File: src/hdl/ssmp_defines.vh
// Constants for the synchronous serial master port: FIFO sizes,
// service-request levels, frame format codes, engine states, reset values.
// Assumes inclusion by ssmp_core.v only; definitions only, no logic.
`ifndef SSMP_DEFINES_VH
`define SSMP_DEFINES_VH

// FIFO geometry
`define SSMP_TX_DEPTH      4'd8
`define SSMP_RX_DEPTH      4'd12
`define SSMP_RX_LAST_IDX   4'd11

// Service request levels
`define SSMP_TX_REQ_FILL   4'd4
`define SSMP_RX_REQ_FILL   4'd5

// Frame format field codes
`define SSMP_FRF_SPI       2'h0
`define SSMP_FRF_PULSED    2'h1
`define SSMP_FRF_CTRL      2'h2

// Control word format slot layout
`define SSMP_CTRL_BITS     5'd8
`define SSMP_FIRST_REPLY   5'd9
`define SSMP_CTRL_LAST_OFS 5'd9

// Synchroniser depth for pin inputs
`define SSMP_SYNC_STAGES   3

// Engine states
`define SSMP_ST_IDLE       2'h0
`define SSMP_ST_RUN        2'h1
`define SSMP_ST_TAIL       2'h2

// Pin reset levels
`define SSMP_SCLK_RST      1'b0
`define SSMP_FRAME_RST     1'b1
`define SSMP_TX_RST        1'b0

`endif

File: src/hdl/ssmp_core.v
// Synchronous serial master port: transmit and receive FIFOs, baud
// divider, shift engine for SPI and control-word formats, pin routing.
// Assumes a free-running 3.6864 MHz reference on a pin and plain control
// ports driven by logic on sys_clk.
`timescale 1ns/1ps
`include "ssmp_defines.vh"

// Function
// - SPI back-to-back keeps frame low, no gap
// - SPI back-to-back stores word on following fall
// - Control format sends 8-bit word, captures reply after it
// - Idle or disabled: clock low, frame high; tx low when disabled
// - FIFO write starts frame, loads shifter, MSB out
// - Receive line undriven during control word
// - Reply bits latched on rising serial clock
// - Single frame: frame rises one period later
// - Tx holds bit zero; disable forces zero
// - Control back-to-back: frame low, direct follow
// - Serial clock is reference over 2 times N
// - Transmit FIFO 8 deep, receive 12 deep
// - Receive request at five filled entries
// - Transmit request while four or fewer filled
// - FIFO data is left-justified in 16 bits
// - Registers are 16-bit, full-word access
// - Separate transmit and receive DMA requests
// - Alternate select moves port to spare pins
// - Format field chooses SPI or control word
// - Reset leaves the port disabled
module ssmp_core
(
  input  wire        sys_clk,
  input  wire        srst,
  input  wire        port_enable_bit,
  input  wire [1:0]  frame_format_field,
  input  wire [3:0]  data_size,
  input  wire [7:0]  clock_rate,
  input  wire        alt_pin_select,
  input  wire        ref_clk_pin,
  input  wire        tx_wr_en,
  input  wire [15:0] tx_wr_data,
  output reg         tx_not_full,
  input  wire        rx_rd_en,
  output reg  [15:0] rx_rd_data,
  output reg         rx_rd_valid,
  output reg         rx_not_empty,
  output reg         rx_overrun,
  output reg         tx_dma_req,
  output reg         rx_dma_req,
  output reg         port_busy,
  output reg         pri_sclk_o,
  output reg         pri_sclk_oe,
  output reg         pri_frame_o,
  output reg         pri_frame_oe,
  output reg         pri_tx_o,
  output reg         pri_tx_oe,
  input  wire        pri_rx_i,
  output reg         pri_rx_oe,
  output reg         gp_tx_o,
  output reg         gp_tx_oe,
  input  wire        gp_rx_i,
  output reg         gp_rx_oe,
  output reg         gp_sclk_o,
  output reg         gp_sclk_oe,
  output reg         gp_frame_o,
  output reg         gp_frame_oe,
  output reg         gp_pins_claimed
);

  // Enable and control sampling
  reg         en;             // Registered enable, cleared by reset
  reg         alt;            // Registered pin group select

  // Pin synchronisers
  reg  [2:0]  ref_sync;       // Reference clock stages
  reg         ref_lvl;        // Filtered reference level
  reg         ref_prev;       // Previous filtered level
  reg  [2:0]  rx_sync;        // Receive line stages
  reg         rx_lvl;         // Filtered receive level
  wire        rx_pin;         // Receive pin of the active group
  wire        ref_tick;       // Rising reference edge, one cycle

  // Baud divider
  reg  [7:0]  div_cnt;        // Reference edges in this half period
  reg         half_tick;      // One-cycle pulse per serial half period
  reg         div_armed;      // Partial first reference period skipped

  // Transmit FIFO
  reg  [15:0] tx_mem [0:7];   // Storage, indexed by pointer
  reg  [2:0]  tx_wp;          // Write index
  reg  [2:0]  tx_rp;          // Read index
  reg  [3:0]  tx_cnt;         // Filled entries
  wire        tx_push;        // Accepted write
  wire [3:0]  next_tx_cnt;    // Fill after this cycle

  // Receive FIFO
  reg  [15:0] rx_mem [0:11];  // Storage, indexed by pointer
  reg  [3:0]  rx_wp;          // Write index
  reg  [3:0]  rx_rp;          // Read index
  reg  [3:0]  rx_cnt;         // Filled entries
  wire        rx_pop;         // Accepted read
  wire        rx_store;       // Word complete this cycle; stored unless the FIFO is full
  wire [3:0]  next_rx_cnt;    // Fill after this cycle

  // Shift engine
  reg  [1:0]  state;          // Engine state
  reg         ctrl_fmt;       // Frame uses control-word format
  reg  [3:0]  dsz;            // Latched data size code
  reg  [15:0] tx_sh;          // Transmit shifter, MSB first
  reg  [15:0] rx_sh;          // Receive shifter, shifts in at bit 0
  reg  [4:0]  slot;           // Bit slot within the frame
  reg  [4:0]  last_slot;      // Final slot of the frame
  reg         sclk;           // Internal serial clock
  reg         frame_n;        // Internal frame line, active low
  reg         tx_bit;         // Internal transmit line
  wire        start_idle;     // First frame starts from idle
  wire        end_slot;       // Falling edge closing the last slot
  wire        chain;          // Next frame follows with no gap
  wire        load;           // Shifter takes the FIFO head
  wire        capture;        // This slot samples the receive line
  wire [4:0]  tx_bits;        // Bits driven from the shifter
  wire [3:0]  just;           // Left-justify shift amount
  wire [4:0]  next_slot;      // Slot after this one

  assign rx_pin   = alt ? gp_rx_i : pri_rx_i;
  assign ref_tick = ref_lvl & ~ref_prev;

  // Sample enable and pin select; reset leaves the port off
  always @(posedge sys_clk)
  begin
    if (srst)
    begin
      en  <= 1'b0;
      alt <= 1'b0;
    end
    else
    begin
      en  <= port_enable_bit;
      alt <= alt_pin_select;
    end
  end

  // Three-stage synchronisers; a change counts when stages two and three agree
  always @(posedge sys_clk)
  begin
    if (srst)
    begin
      ref_sync <= 3'h0;
      ref_lvl  <= 1'b0;
      ref_prev <= 1'b0;
      rx_sync  <= 3'h0;
      rx_lvl   <= 1'b0;
    end
    else
    begin
      ref_sync <= {ref_sync[1:0], ref_clk_pin};
      rx_sync  <= {rx_sync[1:0], rx_pin};
      ref_prev <= ref_lvl;
      // Accept reference level once settled
      if (ref_sync[1] == ref_sync[2])
        ref_lvl <= ref_sync[2];
      // Accept receive level once settled
      if (rx_sync[1] == rx_sync[2])
        rx_lvl <= rx_sync[2];
    end
  end

  // Half period is clock_rate+1 reference edges, so the bit rate is the
  // reference over 2*(clock_rate+1); restarted in idle for a clean first half
  always @(posedge sys_clk)
  begin
    if (srst || !en || state == `SSMP_ST_IDLE)
    begin
      div_cnt   <= 8'h00;
      div_armed <= 1'b0;
      half_tick <= 1'b0;
    end
    else if (ref_tick && !div_armed)
    begin
      // Frame starts at a random reference phase; drop that short period
      // so the first rise never samples before the slave's bit settles
      div_armed <= 1'b1;
      half_tick <= 1'b0;
    end
    else if (ref_tick)
    begin
      // Wrap at the programmed count
      if (div_cnt == clock_rate)
      begin
        div_cnt   <= 8'h00;
        half_tick <= 1'b1;
      end
      else
      begin
        div_cnt   <= div_cnt + 8'h01;
        half_tick <= 1'b0;
      end
    end
    else
      half_tick <= 1'b0;
  end

  // Engine decode
  assign tx_bits    = ctrl_fmt ? `SSMP_CTRL_BITS : {1'b0, dsz} + 5'd1;
  assign capture    = ~ctrl_fmt | (slot >= `SSMP_FIRST_REPLY);
  assign start_idle = (state == `SSMP_ST_IDLE) && en && (tx_cnt != 4'h0);
  assign end_slot   = (state == `SSMP_ST_RUN) && half_tick && sclk &&
                      (slot == last_slot);
  assign chain      = end_slot && (tx_cnt != 4'h0);
  assign load       = start_idle | chain;
  assign rx_store   = chain |
                      ((state == `SSMP_ST_TAIL) && half_tick);
  assign just       = 4'hf - dsz;
  assign next_slot  = slot + 5'd1;

  // Shift engine: drive on falling, sample on rising, clock low when idle
  always @(posedge sys_clk)
  begin
    if (srst || !en)
    begin
      state     <= `SSMP_ST_IDLE;
      sclk      <= `SSMP_SCLK_RST;
      frame_n   <= `SSMP_FRAME_RST;
      tx_bit    <= `SSMP_TX_RST;
      ctrl_fmt  <= 1'b0;
      dsz       <= 4'h0;
      tx_sh     <= 16'h0000;
      rx_sh     <= 16'h0000;
      slot      <= 5'h00;
      last_slot <= 5'h00;
    end
    else if (load)
    begin
      // Head entry loads the shifter as frame falls; MSB goes out now
      ctrl_fmt  <= (frame_format_field == `SSMP_FRF_CTRL);
      dsz       <= data_size;
      tx_sh     <= tx_mem[tx_rp];
      tx_bit    <= tx_mem[tx_rp][15];
      frame_n   <= 1'b0;
      sclk      <= 1'b0;
      slot      <= 5'h00;
      // Control format: 8 command slots, one wait slot, then the reply
      if (frame_format_field == `SSMP_FRF_CTRL)
        last_slot <= {1'b0, data_size} + `SSMP_CTRL_LAST_OFS;
      else
        last_slot <= {1'b0, data_size};
      state     <= `SSMP_ST_RUN;
    end
    else
    begin
      case (state)
        `SSMP_ST_IDLE:
        begin
          sclk <= 1'b0;
        end
        `SSMP_ST_RUN:
        begin
          if (half_tick && !sclk)
          begin
            // Rising edge: latch only reply or full-duplex slots
            sclk <= 1'b1;
            if (capture)
              rx_sh <= {rx_sh[14:0], rx_lvl};
          end
          else if (half_tick)
          begin
            // Falling edge: next bit out, or close the frame
            sclk <= 1'b0;
            if (slot == last_slot)
              state <= `SSMP_ST_TAIL;
            else
            begin
              slot <= next_slot;
              // Shifter empty after its bits: line keeps bit zero
              if (next_slot < tx_bits)
              begin
                tx_sh  <= {tx_sh[14:0], 1'b0};
                tx_bit <= tx_sh[14];
              end
            end
          end
        end
        `SSMP_ST_TAIL:
        begin
          // One full period after the last latch, frame rises
          if (half_tick)
          begin
            frame_n <= 1'b1;
            state   <= `SSMP_ST_IDLE;
          end
        end
        default:
        begin
          state <= `SSMP_ST_IDLE;
        end
      endcase
    end
  end

  // Transmit FIFO: 8 entries of 16 bits; disabling empties it
  assign tx_push     = tx_wr_en && (tx_cnt != `SSMP_TX_DEPTH);
  assign next_tx_cnt = tx_cnt + {3'h0, tx_push} - {3'h0, load};

  always @(posedge sys_clk)
  begin
    if (srst || !en)
    begin
      tx_wp  <= 3'h0;
      tx_rp  <= 3'h0;
      tx_cnt <= 4'h0;
    end
    else
    begin
      // Write at the tail when there is room
      if (tx_push)
      begin
        tx_mem[tx_wp] <= tx_wr_data;
        tx_wp         <= tx_wp + 3'h1;
      end
      // Engine takes the head
      if (load)
        tx_rp <= tx_rp + 3'h1;
      tx_cnt <= next_tx_cnt;
    end
  end

  // Receive FIFO: 12 entries; full FIFO drops the word and flags overrun
  assign rx_pop      = rx_rd_en && (rx_cnt != 4'h0);
  assign next_rx_cnt = rx_cnt +
                       {3'h0, rx_store && (rx_cnt != `SSMP_RX_DEPTH)} -
                       {3'h0, rx_pop};

  always @(posedge sys_clk)
  begin
    if (srst || !en)
    begin
      rx_wp       <= 4'h0;
      rx_rp       <= 4'h0;
      rx_cnt      <= 4'h0;
      rx_overrun  <= 1'b0;
      rx_rd_data  <= 16'h0000;
      rx_rd_valid <= 1'b0;
    end
    else
    begin
      // Store the received word left-justified
      if (rx_store && (rx_cnt != `SSMP_RX_DEPTH))
      begin
        rx_mem[rx_wp] <= rx_sh << just;
        rx_wp <= (rx_wp == `SSMP_RX_LAST_IDX) ? 4'h0 : rx_wp + 4'h1;
      end
      else if (rx_store)
        rx_overrun <= 1'b1;
      // Read returns the head one cycle later
      rx_rd_valid <= rx_pop;
      if (rx_pop)
      begin
        rx_rd_data <= rx_mem[rx_rp];
        rx_rp <= (rx_rp == `SSMP_RX_LAST_IDX) ? 4'h0 : rx_rp + 4'h1;
      end
      rx_cnt <= next_rx_cnt;
    end
  end

  // Status and the two separate service requests, from next fills
  always @(posedge sys_clk)
  begin
    if (srst || !en)
    begin
      tx_not_full  <= 1'b0;
      rx_not_empty <= 1'b0;
      tx_dma_req   <= 1'b0;
      rx_dma_req   <= 1'b0;
      port_busy    <= 1'b0;
    end
    else
    begin
      tx_not_full  <= (next_tx_cnt != `SSMP_TX_DEPTH);
      rx_not_empty <= (next_rx_cnt != 4'h0);
      tx_dma_req   <= (next_tx_cnt <= `SSMP_TX_REQ_FILL);
      rx_dma_req   <= (next_rx_cnt >= `SSMP_RX_REQ_FILL);
      port_busy    <= (state != `SSMP_ST_IDLE) || (next_tx_cnt != 4'h0);
    end
  end

  // Pin routing: the selected group carries the port, the other rests idle
  always @(posedge sys_clk)
  begin
    if (srst)
    begin
      pri_sclk_o      <= `SSMP_SCLK_RST;
      pri_frame_o     <= `SSMP_FRAME_RST;
      pri_tx_o        <= `SSMP_TX_RST;
      pri_sclk_oe     <= 1'b0;
      pri_frame_oe    <= 1'b0;
      pri_tx_oe       <= 1'b0;
      pri_rx_oe       <= 1'b0;
      gp_sclk_o       <= `SSMP_SCLK_RST;
      gp_frame_o      <= `SSMP_FRAME_RST;
      gp_tx_o         <= `SSMP_TX_RST;
      gp_sclk_oe      <= 1'b0;
      gp_frame_oe     <= 1'b0;
      gp_tx_oe        <= 1'b0;
      gp_rx_oe        <= 1'b0;
      gp_pins_claimed <= 1'b0;
    end
    else
    begin
      // Primary group
      pri_sclk_o      <= alt ? `SSMP_SCLK_RST  : sclk;
      pri_frame_o     <= alt ? `SSMP_FRAME_RST : frame_n;
      pri_tx_o        <= alt ? `SSMP_TX_RST    : tx_bit;
      pri_sclk_oe     <= en & ~alt;
      pri_frame_oe    <= en & ~alt;
      pri_tx_oe       <= en & ~alt;
      pri_rx_oe       <= 1'b0;
      // Spare general-purpose group
      gp_sclk_o       <= alt ? sclk    : `SSMP_SCLK_RST;
      gp_frame_o      <= alt ? frame_n : `SSMP_FRAME_RST;
      gp_tx_o         <= alt ? tx_bit  : `SSMP_TX_RST;
      gp_sclk_oe      <= en & alt;
      gp_frame_oe     <= en & alt;
      gp_tx_oe        <= en & alt;
      gp_rx_oe        <= 1'b0;
      gp_pins_claimed <= en & alt;
    end
  end

endmodule

File: config.mk
export PLATFORM = sky130hd
export DESIGN_NAME = ssmp_core
export DESIGN_NICKNAME = d
export VERILOG_FILES = /design/src/hdl/ssmp_core.v
export VERILOG_INCLUDE_DIRS = /design/src /design/src/hdl
export SDC_FILE = /design/constraint.sdc
export NUM_CORES = 1
export LEC_CHECK = 0
export BUFFER_PORTS_ARGS = -buffer_cell sky130_fd_sc_hd__buf_2
export CAP_MARGIN = 20
export CORE_MARGIN = 8
export CORE_UTILIZATION = 51
export CTS_CLUSTER_DIAMETER = 60
export CTS_CLUSTER_SIZE = 14
export DETAILED_ROUTE_END_ITERATION = 8
export GPL_TIMING_DRIVEN = 0
export HOLD_SLACK_MARGIN = 0.12
export PLACE_DENSITY = 0.64
export SYNTH_ARGS = -nofsm -noshare
export SYNTH_HDL_FRONTEND = slang
export SYNTH_SLANG_ARGS = --single-unit
export TNS_END_PERCENT = 1
File: constraint.sdc
create_clock -name sys_clk -period 4.67 [get_ports sys_clk]
set_input_delay 0.467 -clock sys_clk [delete_from_list [all_inputs] [get_ports sys_clk]]
set_output_delay 0.467 -clock sys_clk [all_outputs]
set_load 0.01 [all_outputs]
; After elaboration in Yosys (flattened, before gate mapping)
; Memories as Yosys holds them, arrays and structs flattened. A register that Yosys moved wholly into a read port is not among the register bits.
; Index checks and enable logic that the tools add are counted.
[op_classes]
order_cmp = 4
shifts = 1
reduce_logical = 42
muxes = 39
n_eq_ne = 24
bitwise = 16
add_sub_neg = 13
[ops]
columns = operator, n
row1 = 15-bit 2-to-1 mux, 6
row2 = 1-bit 2-to-1 mux, 20
row3 = 4-bit nonzero test, 4
row4 = 16-bit by 4-bit left shift with 16-bit output, 1
row5 = 5-bit AND reduction, 3
row6 = 1-bit logical AND, 12
row7 = 2-bit inequality test (second input constant), 6
row8 = 4-bit inequality test (second input constant), 3
row9 = 2-bit nonzero test, 6
row10 = 5-bit 2-to-1 mux, 2
row11 = 1-bit inverter, 10
row12 = 3-bit inequality test (second input constant), 3
row13 = 4-bit by 1-bit adder with 4-bit output, 2
row14 = 4-bit by 1-bit adder with 4-bit output (second input constant), 2
row15 = 8-bit by 1-bit adder with 8-bit output (second input constant), 1
row16 = 4-bit equality test (second input constant), 2
row17 = 8-bit equality test, 1
row18 = 2-bit 2-to-1 mux, 4
row19 = 4-bit 2-to-1 mux, 2
row20 = 8-bit 2-to-1 mux, 1
row21 = 2-bit AND reduction, 4
row22 = 4-bit AND reduction, 2
row23 = 4-bit by 1-bit subtractor with 4-bit output, 2
row24 = 3-bit by 1-bit adder with 3-bit output (second input constant), 2
row25 = other kinds (24), 38
[totals]
ramBits = 320
reg_bits = 109
out_inout_bits = 38
in_bits = 39
memories = 2
elab_cells = 183
[mem_list]
columns = name, words, width, read_ports, rd_clocked_by_memory_dff, write_ports, line_no
row1 = rx_mem, 12, 16, 1, 1, 1, ssmp_core.v:96  ; reg [15:0] rx_mem [0:11];
row2 = tx_mem, 8, 16, 1, 1, 1, ssmp_core.v:88  ; reg [15:0] tx_mem [0:7];

; Depth between registers and ports, before layout
[depth]
ltp_word = 10
depth_mapped = 16
mapped_depth_nobuf = 14

; Worst setup path before layout
; No wires, ideal clock.
[synth_timing]
path_type = reg-to-reg
start = reg slot[3]
end = mem rx_mem[0][0], enable pin
arrival_time_ns = 3.004
required_ns = 4.234
path_stages_with_launch = 7
slack_ns = 1.230
n_path_buf = 1
path_cell_list = dfxtp_1 > buf_6 > xor2_1 > a2111oi_0 > a21oi_1 > nand2b_1 > nor4b_1
[synth_between]
elab_chain_cells = 8
[synth_lines]
columns = element, line_no
row1 = "start, declared", ssmp_core.v:110  ; reg [4:0] slot;
row2 = "start signal, assigned", ssmp_core.v:272  ; slot <= next_slot;
row3 = 5-bit equality test, ssmp_core.v:207  ; (slot == last_slot);
row4 = 1-bit logical AND, ssmp_core.v:206  ; assign end_slot = (state == `SSMP_ST_RUN) && half_tick && sclk &&
row5 = 1-bit logical AND, ssmp_core.v:208  ; assign chain = end_slot && (tx_cnt != 4'h0);
row6 = 1-bit OR, ssmp_core.v:210  ; assign rx_store = chain |
row7 = 1-bit logical AND, ssmp_core.v:346  ; if (rx_store && (rx_cnt != `SSMP_RX_DEPTH))
row8 = 1-bit 2-to-1 mux, ssmp_core.v:346
row9 = 1-bit 2-to-1 mux, ssmp_core.v:334  ; if (srst || !en)
row10 = 1-bit 2-to-1 mux (not written as such), ssmp_core.v:348  ; rx_mem[rx_wp] <= rx_sh << just;
row11 = "end, declared", ssmp_core.v:96
; Every way passes these cells.

; Final worst setup path
[layout_timing]
start = reg rx_cnt[2]
end = reg rx_dma_req
[layout_between]
word_cells_on_any_way = 7
[layout_rtl]
columns = element, line_no
row1 = "start, declared", ssmp_core.v:99  ; reg [3:0] rx_cnt;
row2 = "start signal, assigned", ssmp_core.v:360  ; rx_cnt <= next_rx_cnt;
row3 = 4-bit nonzero test, ssmp_core.v:327  ; assign rx_pop = rx_rd_en && (rx_cnt != 4'h0);
row4 = 1-bit logical AND, ssmp_core.v:327
row5 = net rx_pop, ssmp_core.v:100  ; wire rx_pop;
row6 = 4-bit by 1-bit subtractor with 4-bit output, ssmp_core.v:328  ; assign next_rx_cnt = rx_cnt +
row7 = 4-bit by 3-bit greater-or-equal comparator with 1-bit output (no source line), --
row8 = "end signal, assigned", ssmp_core.v:380  ; rx_dma_req <= (next_rx_cnt >= `SSMP_RX_REQ_FILL);
row9 = "end, declared", ssmp_core.v:48  ; output reg rx_dma_req,
; The timed path passes the listed nets, and every way through them passes these cells.
; A chain may end at the register's enable or synchronous reset.

==> out/qor.txt <==
gpl congestion: 0.825
Row Count: 69
maximum number of pins on one net before global-route repair: 17
Hold Vio Cnt, Final: 0
initial antenna violation count: 2
number of antenna cells inserted: 0
leakage dissipation: 7.01 nW
DIE HEIGHT: 205 µm
worst path required time: 5.12 ns
Antenna Nets Post-Route: 0
total clock buffers created by CTS: 39
Reg-to-Reg End: rx_dma_req$_SDFF_PP0_
wire length after detailed routing: 41.1 mm
wire length of the first global-routing pass: 63.2 mm
total setup violations reported at the end of the flow: 0
count of input and output buffers: 74
final period utilization: 79.5%
crit path max fanout: 10
area inside the core boundary: 35400 µm²
Vias: 10700
minimum setup slack in the final design: 0.956 ns
GRT overflow: 0
Synth Instances: 1243
Synth Area per Inst: 14.7 µm²
initial core utilization: 51.6%
top-level I/O count: 77
total number of yosys warnings: 0
overall die width: 205 µm
Crit Path Class: register to register
global router's overall resource usage: 19.7%
DR DRC count: 0
gate family responsible for the most delay along the worst path: adder cells
Post-Syn Area: 18300 µm²
First-pass DRT Iterations: 5
Power Total: 7.36 mW
CP Cell Sequence: inv_1 -> ha_1 -> inv_1 -> o31ai_1 -> inv_1 -> clkbuf_1 -> ha_1 -> inv_1 -> ha_1 -> inv_1 -> fa_1 -> nor2b_1 -> or3_1 -> o21ai_0
Async S/R FF share, synth: 0%
Max Clk Rate: 269 MHz
type of the worst min-delay path: input port to register
PD cells: 357 nW/µm²
final core area utilization: 58.3%
cell at the root of the clock tree: sky130_fd_sc_hd__clkbuf_16
total stage count of the critical path: 14
FF-to-FF Start: rx_cnt[2]$_SDFF_PP0_
number of enable flip-flop cells after synthesis: 320
worst-case setup slack after placement: 0.925 ns
via count of the first global-routing pass: 10800
most used cell, CP: sky130_fd_sc_hd__inv_1
part of the Yosys area used for sequential elements: 66.6%
growth of design area from synthesis to finish: 12.9%
number of DRC markers in iteration 0: 766
Main synth FF type: sky130_fd_sc_hd__edfxtp_1
NumNets Final: 1447
RSZ-0062 raised after global routing: no
clock slew at the register clock pins of the worst setup and hold paths: 0.06 ns
kind of launch point of the worst setup path: register
run status: completed
DP Wirelength: 27.7 mm
slowest stage delay, CP: 0.65 ns
register-to-register setup slack: 0.96 ns
depth of the worst register-to-register path: 14
later-pin clock latency in the skew report: 0.54 ns
arrival time worst endpoint: 4.16 ns
Critical Path End Type: register
final period demand of the worst path: 3.71 ns
endpoint of the worst setup timing path: rx_dma_req$_SDFF_PP0_
Max-Cap Viols: 0
number of hold buffers added after cts: 0
CP max stage cell: sky130_fd_sc_hd__o31ai_1
Vias per Instance: 5.76
count of cell types in the netlist: 61
buffer levels on the longest clock path: 3
Fill cells: 2802
slew at the pin with the worst max-slew slack: 1.13 ns
Max Clock Skew: 0.0204 ns
clock tree from TritonCTS: done
fraction of layout cells with a size suffix above 1: 19.2%
Seq cells post-synth: 448
number of setup buffers added after CTS: 0
timing startpoint of the critical path: rx_cnt[2]$_SDFF_PP0_
average routed wire per standard cell: 22.0 µm
count of pins over their slew limit: 0
H-tree levels: 2
CTS resizes: 0
Num Clock Sinks: 448
CP Buf/Inv Count: 6
worst slew margin relative to its limit: 24.3%
Max rail drop VDD: 0.315 mV
die area: 42100 µm²
-- registers in the layout, summed over array words and instances (netlist names), 2 cells and up, named ones only --
register / flops
rx_sync: 3
last_slot: 5
tx_sh: 15
rx_mem: 192
rx_rp: 4
tx_cnt: 4
rx_sh: 16
state: 2
tx_mem: 128
ref_sync: 3
dsz: 4
tx_rp: 3
slot: 5
div_cnt: 8
rx_wp: 4
rx_cnt: 4
tx_wp: 3
rx_rd_data: 16
-- placed cells by master (no fill, tap or decap), types with 4 or more instances in the layout --
master and n:
sky130_fd_sc_hd__a21oi_1 82, sky130_fd_sc_hd__o21ai_0 40, sky130_fd_sc_hd__ha_1 28, sky130_fd_sc_hd__edfxtp_1 320, sky130_fd_sc_hd__o31ai_1 8, sky130_fd_sc_hd__nor4_1 4, sky130_fd_sc_hd__and2_1 16, sky130_fd_sc_hd__o32a_1 12
sky130_fd_sc_hd__nor3_1 5, sky130_fd_sc_hd__clkbuf_16 39, sky130_fd_sc_hd__nand2_1 85, sky130_fd_sc_hd__buf_8 6, sky130_fd_sc_hd__buf_6 8, sky130_fd_sc_hd__nand3_1 16, sky130_fd_sc_hd__nor3b_1 5, sky130_fd_sc_hd__a211oi_1 14
sky130_fd_sc_hd__buf_2 89, sky130_fd_sc_hd__dfxtp_1 128, sky130_fd_sc_hd__xnor2_1 15, sky130_fd_sc_hd__or3_1 7, sky130_fd_sc_hd__mux4_2 71, sky130_fd_sc_hd__mux2i_1 67, sky130_fd_sc_hd__nor2_1 71, sky130_fd_sc_hd__o22ai_1 16
sky130_fd_sc_hd__inv_1 27, sky130_fd_sc_hd__buf_4 14, sky130_fd_sc_hd__mux2_2 11, sky130_fd_sc_hd__clkbuf_1 66, sky130_fd_sc_hd__nor2_2 6, sky130_fd_sc_hd__nand2b_1 10, sky130_fd_sc_hd__xor2_1 23, sky130_fd_sc_hd__buf_1 9
sky130_fd_sc_hd__nor2b_1 23
-- per-stage QoR --
step                hold WS, ns  TNS (ns)  area, µm²  std cells
floorplan                 0.414         0      18300       1244
global placement          0.422    -42.33      19200       1779
detailed placement        0.424         0      19500       1795
CTS                       0.122         0      20600       1863
global route              0.130         0      20600       1866
finish                    0.141         0      20600       1866
-- kinds of logic (layout without fill, tap and decap cells) --
family | after synthesis | after routing | synth area share [%]
buffers and inverters | 109 | 270 | 2.62
muxes | 149 | 149 | 13.1
other | 1 | 2 | 0.0205
and+or+nand+nor | 272 | 272 | 7.13
adders and majority gates | 30 | 30 | 2.14
AOI/OAI and AO/OA | 196 | 196 | 6.57
xor gates and xnor gates | 38 | 38 | 1.82
DFF | 448 | 448 | 66.6
-- per-layer routing --
layer,up-vias,wire length [µm],track usage [%]
li1,4957,-,-
met1,5404,17700,26.5
met2,324,20000,32.9
met3,59,2590,3.65
met4,4,720,4.54
met5,-,27,0
-- area by class of cell --
cell class	instances	area, µm²	share of cell area [%]
well taps	461	577	2.79
flip-flops and latches	448	12200	59.0
repair buffers	93	594	2.88
plain buffers	79	367	1.78
multi-input cells	687	5680	27.5
inverters	30	113	0.546
clock inverters	8	86.3	0.418
clock buffers	60	1050	5.11
-- power breakdown --
part           leakage, nW  internal, mW  total, mW  switching [mW]
combinational         2.32        0.0350      0.100          0.0651
sequential            4.13          4.23       4.23         0.00456
clock                0.551          1.63       3.03            1.40
total                 7.01          5.89       7.36            1.47
-- synthesized netlist by cell type, types with 23 or more instances --
cell	count	area (µm²)
sky130_fd_sc_hd__ha_1	28	350
sky130_fd_sc_hd__mux4_2	71	1600
sky130_fd_sc_hd__clkbuf_1	45	169
sky130_fd_sc_hd__o21ai_0	40	200
sky130_fd_sc_hd__xor2_1	23	201
sky130_fd_sc_hd__mux2i_1	67	671
sky130_fd_sc_hd__nor2_1	77	289
sky130_fd_sc_hd__dfxtp_1	128	2560
sky130_fd_sc_hd__nand2_1	85	319
sky130_fd_sc_hd__a21oi_1	82	410
sky130_fd_sc_hd__nor2b_1	23	144
sky130_fd_sc_hd__edfxtp_1	320	9610
sky130_fd_sc_hd__inv_1	27	101
-- how the worst min path moves through the flow --
stage / cells past startpoint / slack [ns] / startpoint / endpoint
5_1_grt: 2 / 0.13 / ref_clk_pin / ref_sync[0]$_SDFF_PP0_
3_5_place_dp: 1 / 0.42 / ref_sync[0]$_SDFF_PP0_ / ref_sync[1]$_SDFF_PP0_
2_1_floorplan: 1 / 0.41 / ref_sync[0]$_SDFF_PP0_ / ref_sync[1]$_SDFF_PP0_
3_3_place_gp: 1 / 0.42 / ref_sync[0]$_SDFF_PP0_ / ref_sync[1]$_SDFF_PP0_
4_1_cts: 2 / 0.12 / ref_clk_pin / ref_sync[0]$_SDFF_PP0_
6_report: 2 / 0.14 / ref_clk_pin / ref_sync[0]$_SDFF_PP0_
Power figures use the tool's default switching activity.
